**src/include/opdec_pkg.sv**
```systemverilog
/*
 opdec_pkg: shared constants and types for the one-byte opcode decoder.
 assumes: opcodes are presented as plain bytes by fetch logic on clk_sys.
*/
// Functional notes
// - register field: B 000, C 001, D 010, E 011, H 100, L 101, A 111, 110 memory
// - 01 dest src is a register move; 110 fields mean memory store or load
// - 00 dest 110 is move immediate with one data byte; 110 targets memory
// - 00 rp 0001 loads a pair with a two-byte immediate word
// - report following byte count: one for byte data, two for word or address
// - 10 op src is accumulator arithmetic or logic with eight op codes
// - 11 op 110 applies the same eight operations to one immediate byte
// - 00 r 100 increments, 00 r 101 decrements a register; 110 is memory
// - pair increment 0011, decrement 1011, add to HL 1001; pair 11 is stack pointer
// - 11 cc 000 conditional return; 11001001 returns always, no operands
// - conditional call and return have two execution lengths by condition
// - 11 rp 0101 push, 11 rp 0001 pop; pair 11 is accumulator and flags
// - 11011011 port input, 11010011 port output, each with one port byte
// - 07 0F 17 1F rotate left, right, left through carry, right through carry
// - 27 2F 37 3F decimal adjust, complement, set carry, complement carry
// - FB enable, F3 disable interrupts, 00 no operation, 76 halt over move
// - EB swap DE HL, E3 swap stack top HL, F9 HL to SP, E9 HL to PC
package opdec_pkg;
	typedef enum logic [5:0] {
		OP_UNDEF, OP_NOP, OP_HALT, OP_REG_MOVE, OP_MOVE_IMM, OP_LOAD_PAIR_IMM,
		OP_ALU_REG, OP_ALU_IMM, OP_REG_INC, OP_REG_DEC, OP_PAIR_INC, OP_PAIR_DEC,
		OP_PAIR_ADD_HL, OP_JUMP, OP_CALL, OP_RETURN, OP_RESTART, OP_PUSH, OP_POP,
		OP_PORT_IN, OP_PORT_OUT, OP_ROT_LEFT, OP_ROT_RIGHT, OP_ROT_LEFT_CY,
		OP_ROT_RIGHT_CY, OP_DECIMAL_ADJUST, OP_CPL_ACC, OP_SET_CARRY, OP_CPL_CARRY,
		OP_INT_ENABLE, OP_INT_DISABLE, OP_READ_INT_MASKS, OP_SET_INT_MASKS,
		OP_STORE_ACC_DIRECT, OP_LOAD_ACC_DIRECT, OP_STORE_HL_DIRECT, OP_LOAD_HL_DIRECT,
		OP_STORE_ACC_INDIRECT, OP_LOAD_ACC_INDIRECT, OP_SWAP_DE_HL,
		OP_SWAP_STACKTOP_HL, OP_HL_TO_STACK_PTR, OP_HL_TO_PROG_COUNTER
	} op_class_t;
	typedef enum logic [1:0] {LEN_NONE, LEN_IMM_BYTE, LEN_IMM_WORD, LEN_ADDR} operand_len_t;
	localparam logic [2:0] REG_B = 3'h0;
	localparam logic [2:0] REG_C = 3'h1;
	localparam logic [2:0] REG_D = 3'h2;
	localparam logic [2:0] REG_E = 3'h3;
	localparam logic [2:0] REG_H = 3'h4;
	localparam logic [2:0] REG_L = 3'h5;
	localparam logic [2:0] REG_MEM = 3'h6;
	localparam logic [2:0] REG_A = 3'h7;
	localparam logic [1:0] PAIR_SP_OR_PSW = 2'h3;
	localparam logic [7:0] OPC_NOP = 8'h00;
	localparam logic [7:0] OPC_HALT = 8'h76;
	localparam logic [7:0] OPC_JUMP = 8'hC3;
	localparam logic [7:0] OPC_CALL = 8'hCD;
	localparam logic [7:0] OPC_RET = 8'hC9;
	localparam logic [7:0] OPC_PORT_IN = 8'hDB;
	localparam logic [7:0] OPC_PORT_OUT = 8'hD3;
	localparam logic [7:0] OPC_ROT_LEFT = 8'h07;
	localparam logic [7:0] OPC_ROT_RIGHT = 8'h0F;
	localparam logic [7:0] OPC_ROT_LEFT_CY = 8'h17;
	localparam logic [7:0] OPC_ROT_RIGHT_CY = 8'h1F;
	localparam logic [7:0] OPC_DEC_ADJ = 8'h27;
	localparam logic [7:0] OPC_CPL_ACC = 8'h2F;
	localparam logic [7:0] OPC_SET_CARRY = 8'h37;
	localparam logic [7:0] OPC_CPL_CARRY = 8'h3F;
	localparam logic [7:0] OPC_INT_EN = 8'hFB;
	localparam logic [7:0] OPC_INT_DIS = 8'hF3;
	localparam logic [7:0] OPC_READ_MASKS = 8'h20;
	localparam logic [7:0] OPC_SET_MASKS = 8'h30;
	localparam logic [7:0] OPC_STA = 8'h32;
	localparam logic [7:0] OPC_LDA = 8'h3A;
	localparam logic [7:0] OPC_SHL = 8'h22;
	localparam logic [7:0] OPC_LHL = 8'h2A;
	localparam logic [7:0] OPC_SWAP_DE_HL = 8'hEB;
	localparam logic [7:0] OPC_SWAP_ST_HL = 8'hE3;
	localparam logic [7:0] OPC_HL_TO_SP = 8'hF9;
	localparam logic [7:0] OPC_HL_TO_PC = 8'hE9;
	localparam logic [2:0] COND_ALWAYS_CODE = 3'h0;
	localparam int RESTART_STRIDE_SHIFT = 3;
endpackage

```
**src/include/opdec_if.sv**
```systemverilog
/*
 opdec_if: decoded fields passed from the combinational core to the register stage.
 assumes: both ends sit on clk_sys.
*/
`timescale 1ns/1ps
`default_nettype none
interface opdec_if;
	import opdec_pkg::*;
	op_class_t opClass;
	operand_len_t operandLen;
	logic [2:0] destField;
	logic [2:0] srcField;
	logic [1:0] pairField;
	logic [2:0] aluOp;
	logic [2:0] condCode;
	logic isConditional;
	logic twoLengths;
	logic [7:0] restartAddr;
	logic undefinedOp;
	logic destIsMem;
	logic srcIsMem;
	logic pairIsAccFlags;
	modport core (output opClass, operandLen, destField, srcField, pairField, aluOp,
		condCode, isConditional, twoLengths, restartAddr, undefinedOp, destIsMem, srcIsMem,
		pairIsAccFlags);
	modport stage (input opClass, operandLen, destField, srcField, pairField, aluOp,
		condCode, isConditional, twoLengths, restartAddr, undefinedOp, destIsMem, srcIsMem,
		pairIsAccFlags);
endinterface
`default_nettype wire

```
**src/hw/opdec_core.sv**
```systemverilog
/*
 opdec_core: purely combinational classification of one opcode byte.
 assumes: the byte is stable for the cycle; results are registered by the caller.
*/
`timescale 1ns/1ps
`default_nettype none
module opdec_core (
	// opcode in
	input wire logic [7:0] opcode,
	// decoded fields out
	opdec_if.core dec
);
	import opdec_pkg::*;
	wire logic [1:0] grp = opcode[7:6];
	wire logic [2:0] mid = opcode[5:3];
	wire logic [2:0] low = opcode[2:0];
	wire logic [3:0] nib = opcode[3:0];
	always_comb begin
		dec.opClass = OP_UNDEF;
		dec.operandLen = LEN_NONE;
		dec.isConditional = 1'b0;
		if (opcode == OPC_HALT) begin
			dec.opClass = OP_HALT; // halt beats the move pattern
		end else if (grp == 2'h1) begin
			dec.opClass = OP_REG_MOVE;
		end else if (grp == 2'h2) begin
			dec.opClass = OP_ALU_REG;
		end else if (grp == 2'h0) begin
			if (opcode == OPC_NOP) dec.opClass = OP_NOP;
			else if (opcode == OPC_ROT_LEFT) dec.opClass = OP_ROT_LEFT;
			else if (opcode == OPC_ROT_RIGHT) dec.opClass = OP_ROT_RIGHT;
			else if (opcode == OPC_ROT_LEFT_CY) dec.opClass = OP_ROT_LEFT_CY;
			else if (opcode == OPC_ROT_RIGHT_CY) dec.opClass = OP_ROT_RIGHT_CY;
			else if (opcode == OPC_DEC_ADJ) dec.opClass = OP_DECIMAL_ADJUST;
			else if (opcode == OPC_CPL_ACC) dec.opClass = OP_CPL_ACC;
			else if (opcode == OPC_SET_CARRY) dec.opClass = OP_SET_CARRY;
			else if (opcode == OPC_CPL_CARRY) dec.opClass = OP_CPL_CARRY;
			else if (opcode == OPC_READ_MASKS) dec.opClass = OP_READ_INT_MASKS;
			else if (opcode == OPC_SET_MASKS) dec.opClass = OP_SET_INT_MASKS;
			else if (opcode == OPC_STA) begin
				dec.opClass = OP_STORE_ACC_DIRECT;
				dec.operandLen = LEN_ADDR;
			end else if (opcode == OPC_LDA) begin
				dec.opClass = OP_LOAD_ACC_DIRECT;
				dec.operandLen = LEN_ADDR;
			end else if (opcode == OPC_SHL) begin
				dec.opClass = OP_STORE_HL_DIRECT;
				dec.operandLen = LEN_ADDR;
			end else if (opcode == OPC_LHL) begin
				dec.opClass = OP_LOAD_HL_DIRECT;
				dec.operandLen = LEN_ADDR;
			end else if (low == 3'h6) begin
				dec.opClass = OP_MOVE_IMM;
				dec.operandLen = LEN_IMM_BYTE;
			end else if (low == 3'h4) dec.opClass = OP_REG_INC;
			else if (low == 3'h5) dec.opClass = OP_REG_DEC;
			else if (nib == 4'h1) begin
				dec.opClass = OP_LOAD_PAIR_IMM;
				dec.operandLen = LEN_IMM_WORD;
			end else if (nib == 4'h3) dec.opClass = OP_PAIR_INC;
			else if (nib == 4'hB) dec.opClass = OP_PAIR_DEC;
			else if (nib == 4'h9) dec.opClass = OP_PAIR_ADD_HL;
			else if (nib == 4'h2 && !opcode[5]) dec.opClass = OP_STORE_ACC_INDIRECT;
			else if (nib == 4'hA && !opcode[5]) dec.opClass = OP_LOAD_ACC_INDIRECT;
		end else begin
			if (opcode == OPC_JUMP) begin
				dec.opClass = OP_JUMP;
				dec.operandLen = LEN_ADDR;
			end else if (opcode == OPC_CALL) begin
				dec.opClass = OP_CALL;
				dec.operandLen = LEN_ADDR;
			end else if (opcode == OPC_RET) dec.opClass = OP_RETURN;
			else if (opcode == OPC_PORT_IN) begin
				dec.opClass = OP_PORT_IN;
				dec.operandLen = LEN_IMM_BYTE;
			end else if (opcode == OPC_PORT_OUT) begin
				dec.opClass = OP_PORT_OUT;
				dec.operandLen = LEN_IMM_BYTE;
			end else if (opcode == OPC_INT_EN) dec.opClass = OP_INT_ENABLE;
			else if (opcode == OPC_INT_DIS) dec.opClass = OP_INT_DISABLE;
			else if (opcode == OPC_SWAP_DE_HL) dec.opClass = OP_SWAP_DE_HL;
			else if (opcode == OPC_SWAP_ST_HL) dec.opClass = OP_SWAP_STACKTOP_HL;
			else if (opcode == OPC_HL_TO_SP) dec.opClass = OP_HL_TO_STACK_PTR;
			else if (opcode == OPC_HL_TO_PC) dec.opClass = OP_HL_TO_PROG_COUNTER;
			else if (low == 3'h0) begin
				dec.opClass = OP_RETURN;
				dec.isConditional = 1'b1;
			end else if (low == 3'h2) begin
				dec.opClass = OP_JUMP;
				dec.operandLen = LEN_ADDR;
				dec.isConditional = 1'b1;
			end else if (low == 3'h4) begin
				dec.opClass = OP_CALL;
				dec.operandLen = LEN_ADDR;
				dec.isConditional = 1'b1;
			end else if (low == 3'h6) begin
				dec.opClass = OP_ALU_IMM;
				dec.operandLen = LEN_IMM_BYTE;
			end else if (low == 3'h7) dec.opClass = OP_RESTART;
			else if (nib == 4'h5) dec.opClass = OP_PUSH;
			else if (nib == 4'h1) dec.opClass = OP_POP;
		end
	end
	// fields are always extracted; they only mean something for the matching class
	assign dec.destField = mid;
	assign dec.srcField = low;
	assign dec.pairField = opcode[5:4];
	assign dec.aluOp = mid;
	assign dec.condCode = mid;
	assign dec.undefinedOp = (dec.opClass == OP_UNDEF);
	// only conditional call and return vary in length; conditional jump is left out
	assign dec.twoLengths = dec.isConditional &&
		(dec.opClass == OP_CALL || dec.opClass == OP_RETURN);
	assign dec.restartAddr = {2'h0, mid, 3'h0};
	assign dec.destIsMem = (mid == REG_MEM);
	assign dec.srcIsMem = (low == REG_MEM);
	assign dec.pairIsAccFlags = (opcode[5:4] == PAIR_SP_OR_PSW) &&
		(dec.opClass == OP_PUSH || dec.opClass == OP_POP);
endmodule // opdec_core
`default_nettype wire

```
**src/hw/opcode_decoder.sv**
```systemverilog
/*
 opcode_decoder: registers the decode of one opcode byte per strobe.
 assumes: fetch logic on clk_sys pulses opValid with the byte; result one cycle later.
*/
`timescale 1ns/1ps
`default_nettype none
module opcode_decoder (
	// clock and reset
	input wire logic clk_sys,
	input wire logic sys_rst,
	// opcode from fetch
	input wire logic opValid,
	input wire logic [7:0] opcode,
	// decoded result
	output logic decValid_q,
	output opdec_pkg::op_class_t opClass_q,
	output opdec_pkg::operand_len_t operandLen_q,
	output logic [1:0] operandBytes_q,
	output logic [2:0] destField_q,
	output logic [2:0] srcField_q,
	output logic [1:0] pairField_q,
	output logic [2:0] aluOp_q,
	output logic [2:0] condCode_q,
	output logic isConditional_q,
	output logic twoLengths_q,
	output logic [7:0] restartAddr_q,
	output logic undefinedOp_q,
	output logic destIsMem_q,
	output logic srcIsMem_q,
	output logic pairIsAccFlags_q
);
	import opdec_pkg::*;
	opdec_if decBus ();
	opdec_core u_core (
		.opcode(opcode),
		.dec(decBus.core)
	);
	function automatic logic [1:0] len_to_bytes(input operand_len_t len);
		case (len)
			LEN_IMM_BYTE: len_to_bytes = 2'h1;
			LEN_IMM_WORD: len_to_bytes = 2'h2;
			LEN_ADDR: len_to_bytes = 2'h2;
			default: len_to_bytes = 2'h0;
		endcase
	endfunction
	wire logic [1:0] bytesNext = len_to_bytes(decBus.operandLen);
	// decoded outputs hold the last decode until the next strobe; decValid_q follows opValid every cycle
	always_ff @(posedge clk_sys or posedge sys_rst) begin
		if (sys_rst) begin
			decValid_q <= 1'b0;
			opClass_q <= OP_NOP;
			operandLen_q <= LEN_NONE;
			operandBytes_q <= 2'h0;
			destField_q <= 3'h0;
			srcField_q <= 3'h0;
			pairField_q <= 2'h0;
			aluOp_q <= 3'h0;
			condCode_q <= 3'h0;
			isConditional_q <= 1'b0;
			twoLengths_q <= 1'b0;
			restartAddr_q <= 8'h00;
			undefinedOp_q <= 1'b0;
			destIsMem_q <= 1'b0;
			srcIsMem_q <= 1'b0;
			pairIsAccFlags_q <= 1'b0;
		end else begin
			decValid_q <= opValid;
			if (opValid) begin
				opClass_q <= decBus.opClass;
				operandLen_q <= decBus.operandLen;
				operandBytes_q <= bytesNext;
				destField_q <= decBus.destField;
				srcField_q <= decBus.srcField;
				pairField_q <= decBus.pairField;
				aluOp_q <= decBus.aluOp;
				condCode_q <= decBus.condCode;
				isConditional_q <= decBus.isConditional;
				twoLengths_q <= decBus.twoLengths;
				restartAddr_q <= decBus.restartAddr;
				undefinedOp_q <= decBus.undefinedOp;
				destIsMem_q <= decBus.destIsMem;
				srcIsMem_q <= decBus.srcIsMem;
				pairIsAccFlags_q <= decBus.pairIsAccFlags;
			end
		end
	end
endmodule // opcode_decoder
`default_nettype wire

```
**config.mk**
```make
export PLATFORM = sky130hd
export DESIGN_NAME = opcode_decoder
export DESIGN_NICKNAME = d
export VERILOG_FILES = /design/src/include/opdec_pkg.sv /design/src/include/opdec_if.sv /design/src/hw/opdec_core.sv /design/src/hw/opcode_decoder.sv
export SDC_FILE = /design/constraint.sdc
export NUM_CORES = 1
export LEC_CHECK = 0
export BUFFER_PORTS_ARGS = -buffer_cell sky130_fd_sc_hd__buf_4
export CELL_PAD_IN_SITES_DETAIL_PLACEMENT = 0
export CELL_PAD_IN_SITES_GLOBAL_PLACEMENT = 1
export CORE_ASPECT_RATIO = 2
export CORE_MARGIN = 2
export CORE_UTILIZATION = 38
export DETAILED_ROUTE_END_ITERATION = 8
export MAX_ROUTING_LAYER = met4
export PLACE_DENSITY_LB_ADDON = 0.1
export SLEW_MARGIN = 20
export SYNTH_ARGS = -nofsm -noshare
export SYNTH_HDL_FRONTEND = slang
export SYNTH_SLANG_ARGS = --single-unit
```
**constraint.sdc**
```tcl
create_clock -name clk_sys -period 1.9 [get_ports clk_sys]
set_clock_uncertainty 0.1 [all_clocks]
set_input_delay 0.095 -clock clk_sys [delete_from_list [all_inputs] [get_ports clk_sys]]
set_output_delay 0.095 -clock clk_sys [all_outputs]
set_load 0.05 [all_outputs]
```
==> impl_metrics.ini, run 1 <==
[worst_setup_path]
start_kind = input pin
r2r_slack_ns = 0.99
reg2reg_depth = 1
crit_top_cell = buf_4
critPathRequiredTime_ns = 1.98
setup.worst_path.class = in -> reg
crit_path_top_delay_cell = o221a_2
regToRegStartpoint = restartAddr_q[5]
cp-end-kind = register
worstReg2RegEnd = restartAddr_q[5]
critPathMaxStageDelay_ns = 0.30
path_cells = buf_4, buf_4, and2_1, o2111ai_1, a21oi_1, nor4_4, o221a_2, o31ai_1
crit_fanout = 10
cp.arrival_ns = 1.73

[routing]
routed_wl_um = 6310
drc_errors = 0
viasPerCell = 5.79
first_pass_iters = 5
wl_per_cell_um = 18.8
final_antenna_net_count = 0
drtIter0Drc = 68
vias = 1939

[global_route]
grt_max_degree = 24
grt_pass1_wl_um = 9810
antenna_found_initial = 0
grt-ovfl-total = 0
globalRouteTotalUtil_pct = 25.4
grt_pass1_vias = 1835

[layout]
finish.net_count = 290
final_util_pct = 49.8
diodes = 0
finalInstanceArea_um2 = 2400
drive_gt1_share_pct = 38.5
syn2layout_area_growth_pct = 27.6

[logic_synthesis]
syn_area_um2 = 1880
yosysTopAreaCellShare_pct = 29.3
synth-seq-cells = 23
yosys.area.top_type = dfrtp_1
synth.yosys.seq_area_share_pct = 30.7
yosys_warnings = 0
yosys-top-cells-count = 22 x dfrtp_1, 19 x nor2_1, 16 x buf_4
synth_most_common_cell = dfrtp_1
synth_area_leaders = dfrtp_1 29%, buf_4 6.4%, mux2_2 6.0%
avgSynthCellArea_um2 = 8.43
postSynthCellCount = 223
synth-async-reset-ratio_pct = 100
synth_ff_type = dfrtp_1
synth_edf_count = 0
ys_types = 59

[sta]
setup_ws_ns = 0.248
slew_headroom_pct = 59.5
post-route-period-util_pct = 86.9
worst_pin_slew_ns = 0.602
final-setup-viol-count = 0
hold_viol_final = 0
grt_setup_unrepaired = false
fmax_mhz = 605
min_period_ns = 1.65
hold_slack_ns = 0.0998
maxSlewViolCount = 0

[clock_network]
tritoncts = built
cts-root-buf = clkbuf_8
cts_sinks = 23
clk_pin_slew_worst_paths_ns = 0.08
htreeDepth = 1
cts_made_buffers = 3
clockBufferDepth = 2
postCtsSetupBuffers = 0
cts_resized = 0
cts_hold_buf = 1
clk_latency_ns = 0.26

[place]
postPlaceCellArea_um2 = 2340
place_congestion = 0.975
post-place-ws_ns = -0.0160
portBuffers = 44
hpwl_um = 5200

[die]
ios = 50
die-height_um = 103
dieArea_um2 = 5560
rows = 36
core_area_um2 = 4820
die_w_um = 53.7
start_util_pct = 39.0

[power_and_ir_drop]
cellPowerDensity_nw_per_um2 = 657
irDropWorstVdd_mv = 0.423
p_leak_nw = 1.12

[hold_path]
hold_class = in -> reg
worstHoldStart = opcode[4]
holdPathStages = 3
holdPathEnd = pairIsAccFlags_q

[status]
outcome = completed

[run]
maxCapViolCount = 0
-- final cells by class --
cell class	count	area, µm²
clock buffer	4	45.0
fill	492	2420
inverter	12	45.0
multi-input combinational	157	1040
sequential	23	577
tap	57	71.3
timing repair buffer	82	618
-- flip-flops by register name, summed over array words and instances, names as in the netlist --
signal,count
pairIsAccFlags_q,1
twoLengths_q,1
restartAddr_q,2
operandBytes_q,2
srcIsMem_q,1
operandLen_q,2
isConditional_q,1
undefinedOp_q,1
opClass_q,6
srcField_q,3
destIsMem_q,1
pairField_q,1
decValid_q,1
-- where the power goes --
group | switching [mW] | internal [mW] | total (mW)
Clock | 0.149 | 0.150 | 0.299
Combinational | 0.479 | 0.239 | 0.718
Sequential | 0.0271 | 0.533 | 0.560
Total | 0.656 | 0.921 | 1.58
-- worst max-delay path by stage --
stage / from / to / cells past startpoint / slack [ns]
floorplan: opcode[3] / undefinedOp_q / 7 / 0.19
global placement: opcode[2] / pairIsAccFlags_q / 7 / -0.04
detailed placement: opcode[7] / pairIsAccFlags_q / 8 / -0.02
CTS: opcode[7] / pairIsAccFlags_q / 8 / 0.27
global route: opcode[4] / undefinedOp_q / 9 / 0.13
finish: opcode[7] / pairIsAccFlags_q / 8 / 0.25
-- critical path, delay by kind of cell --
family	cells	cell delay [ns]
AOI/OAI and AO/OA	4	0.97
buffers and inverters	2	0.30
and+or+nand+nor	2	0.35
-- per-stage QoR --
stage / setup TNS, ns / instances / power (mW)
finish: 0 / 335 / 1.58
CTS: 0 / 335 / 1.59
global route: 0 / 335 / 1.65
global placement: -0.0851 / 330 / 1.29
floorplan: 0 / 227 / 1.08
detailed placement: -0.0304 / 330 / 1.28
-- cell families after synthesis --
logic type,count (synthesis),synth area share (%)
and+or+nand+nor,71,21.1
AOI/OAI and AO/OA,67,25.3
buffers and inverters,47,14.6
DFF,23,30.7
muxes,11,6.52
xor gates and xnor gates,2,0.932
adders and majority gates,1,0.599
other,1,0.199
-- layer usage --
layer / vias up / share of wire [%] / global-route usage [%]
met2: 82 / 55 / 44.0
met4: 0 / 8.6 / 20.9
li1: 905 / - / -
met1: 922 / 33 / 24.6
met5: - / 0 / -
met3: 30 / 3.7 / 1.58
-- cells in the final DEF (no fill, tap or decap), drive strengths merged, types with 5 or more instances in the layout --
master   n
a21oi   14
buf     81
conb     5
dfrtp   22
inv     12
mux2    10
nand2   10
nand2b   7
nand3    8
nor2    20
o21ai   16
(Power assumes the default switching activity.)
==> run 2: changes to the inputs <==
Settings changed: CELL_PAD_IN_SITES_DETAIL_PLACEMENT 0 to 1, CELL_PAD_IN_SITES_GLOBAL_PLACEMENT 1 to 2, CORE_ASPECT_RATIO 2 to 0.9, CORE_UTILIZATION 38 to 33.
==> impl_metrics.ini, run 2 (synthesis results as in run 1) <==
[status]
outcome = completed

[sta]
fmax_mhz = 602
setup_ws_ns = 0.240
post-route-period-util_pct = 87.4
fin_setup_tns_ns = 0
hold_viol_final = 0
min_period_ns = 1.66
maxSlewViolCount = 0
grt_setup_unrepaired = false
final-setup-viol-count = 0

[clock_network]
htreeDepth = 1
clk_latency_ns = 0.26
clk_pin_slew_worst_paths_ns = 0.09
cts_sinks = 23
clockBufferDepth = 2
cts_made_buffers = 3
tritoncts = built
cts-root-buf = clkbuf_8

[routing]
drc_errors = 0
final_antenna_net_count = 0
viasPerCell = 5.42
wl_per_cell_um = 17.8
drtIter0Drc = 156
first_pass_iters = 4
vias = 1859
routed_wl_um = 6100

[hold_path]
worstHoldStart = opValid
holdPathEnd = decValid_q
hold_class = in -> reg
holdPathStages = 2

[global_route]
grt_max_degree = 24
grt_use_met2_pct = 32.4
grt-ovfl-total = 0
grtUsageMet1_pct = 25.3
grt_pass1_vias = 1774
globalRouteTotalUtil_pct = 19.6
antenna_found_initial = 0
grt_pass1_wl_um = 9490
gr-usage-met3_pct = 3.68
grt_most_used_layer = met2

[layout]
multi_input_area_um2 = 1050
top_register = opClass_q
nFillCells = 673
diodes = 0
final_cell_mix = 76 x buf_4, 22 x dfrtp_1, 19 x nor2_1, 14 x a21oi_1
syn2layout_area_growth_pct = 26.9
finish.net_count = 285
register_area_um2 = 577
drive_gt1_share_pct = 38.1
top_regs = opClass_q (6), srcField_q (3)
final_common_cell = buf_4
largest_reg_flops = 6

[worst_setup_path]
critPathRequiredTime_ns = 1.97
cp-end-kind = register
setup.worst_path.class = in -> reg
worstReg2RegEnd = pairField_q[0]
reg2reg_depth = 1
r2r_slack_ns = 0.97
crit_fanout = 12
regToRegStartpoint = pairField_q[0]
cp.arrival_ns = 1.73
start_kind = input pin

[place]
portBuffers = 44
hpwl_um = 4820
post-place-ws_ns = -0.0823
place_congestion = 0.877

[die]
ios = 50
core_area_um2 = 5600
die_w_um = 83.6
rows = 26
start_util_pct = 33.6
die-height_um = 75.6
dieArea_um2 = 6320

[power_and_ir_drop]
p_leak_nw = 1.10
finalPower_mw = 1.57
cellPowerDensity_nw_per_um2 = 658
irDropWorstVdd_mv = 0.361

[run]
maxCapViolCount = 0
## run 2: metal layers
metal | up-vias | wire [µm]
met1 | 897 | 2780
met5 | - | 0
met3 | 8 | 327
li1 | 892 | -
met4 | 0 | 94
met2 | 62 | 2900
## run 2: worst max path at each step
| stage | startpoint | to | slack, ns | depth (start not counted) |
|---|---|---|---|---|
| 6_report | opcode[4] | undefinedOp_q | 0.24 | 9 |
| 2_1_floorplan | opcode[3] | undefinedOp_q | 0.19 | 7 |
| 3_5_place_dp | opcode[2] | undefinedOp_q | -0.08 | 7 |
| 5_1_grt | opcode[4] | undefinedOp_q | 0.09 | 9 |
| 3_3_place_gp | opcode[2] | undefinedOp_q | -0.02 | 7 |
| 4_1_cts | opcode[2] | undefinedOp_q | 0.20 | 7 |
## run 2: what timing repair did
item / in CTS / in global routing
setup buffers: 0 / 0
endpoints found under the hold margin: 22 / 0
hold buffers: 1 / 0
setup endpoints to repair: 0 / 1
resized for setup: 0 / 1
## run 2: final cells by class
class	count	share of cell area (%)
Timing Repair Buffer	77	24.3
Multi-Input combinational cell	157	44.0
Clock inverter	1	0.210
Clock buffer	3	1.73
Tap cell	70	3.67
Sequential cell	23	24.2
Inverter	12	1.89
## run 2: per-stage QoR
step	instance area [µm²]	instances	utilization [%]	hold slack [ns]
6_report	2390	343	42.6	0.130
5_1_grt	2390	343	42.6	0.125
4_1_cts	2380	343	42.5	0.126
3_5_place_dp	2320	338	41.5	0.0854
3_3_place_gp	2320	338	41.5	0.0595
2_1_floorplan	1900	227	-	-0.00382
## run 2: worst max-delay path: stages
cell and delay (ns):
buf_4 0.15, buf_4 0.14, and2_1 0.16, o21ai_1 0.16, nor2_1 0.07, buf_4 0.14
nor4_4 0.33, o21ai_2 0.13, o41ai_2 0.34
## run 2: power by group
group          switching (mW)  total (mW)  leakage (nW)  internal, mW
clock network           0.159       0.305        0.0255         0.146
registers              0.0274       0.560         0.286         0.533
logic                   0.473       0.704         0.792         0.231
total                   0.659        1.57          1.10         0.910
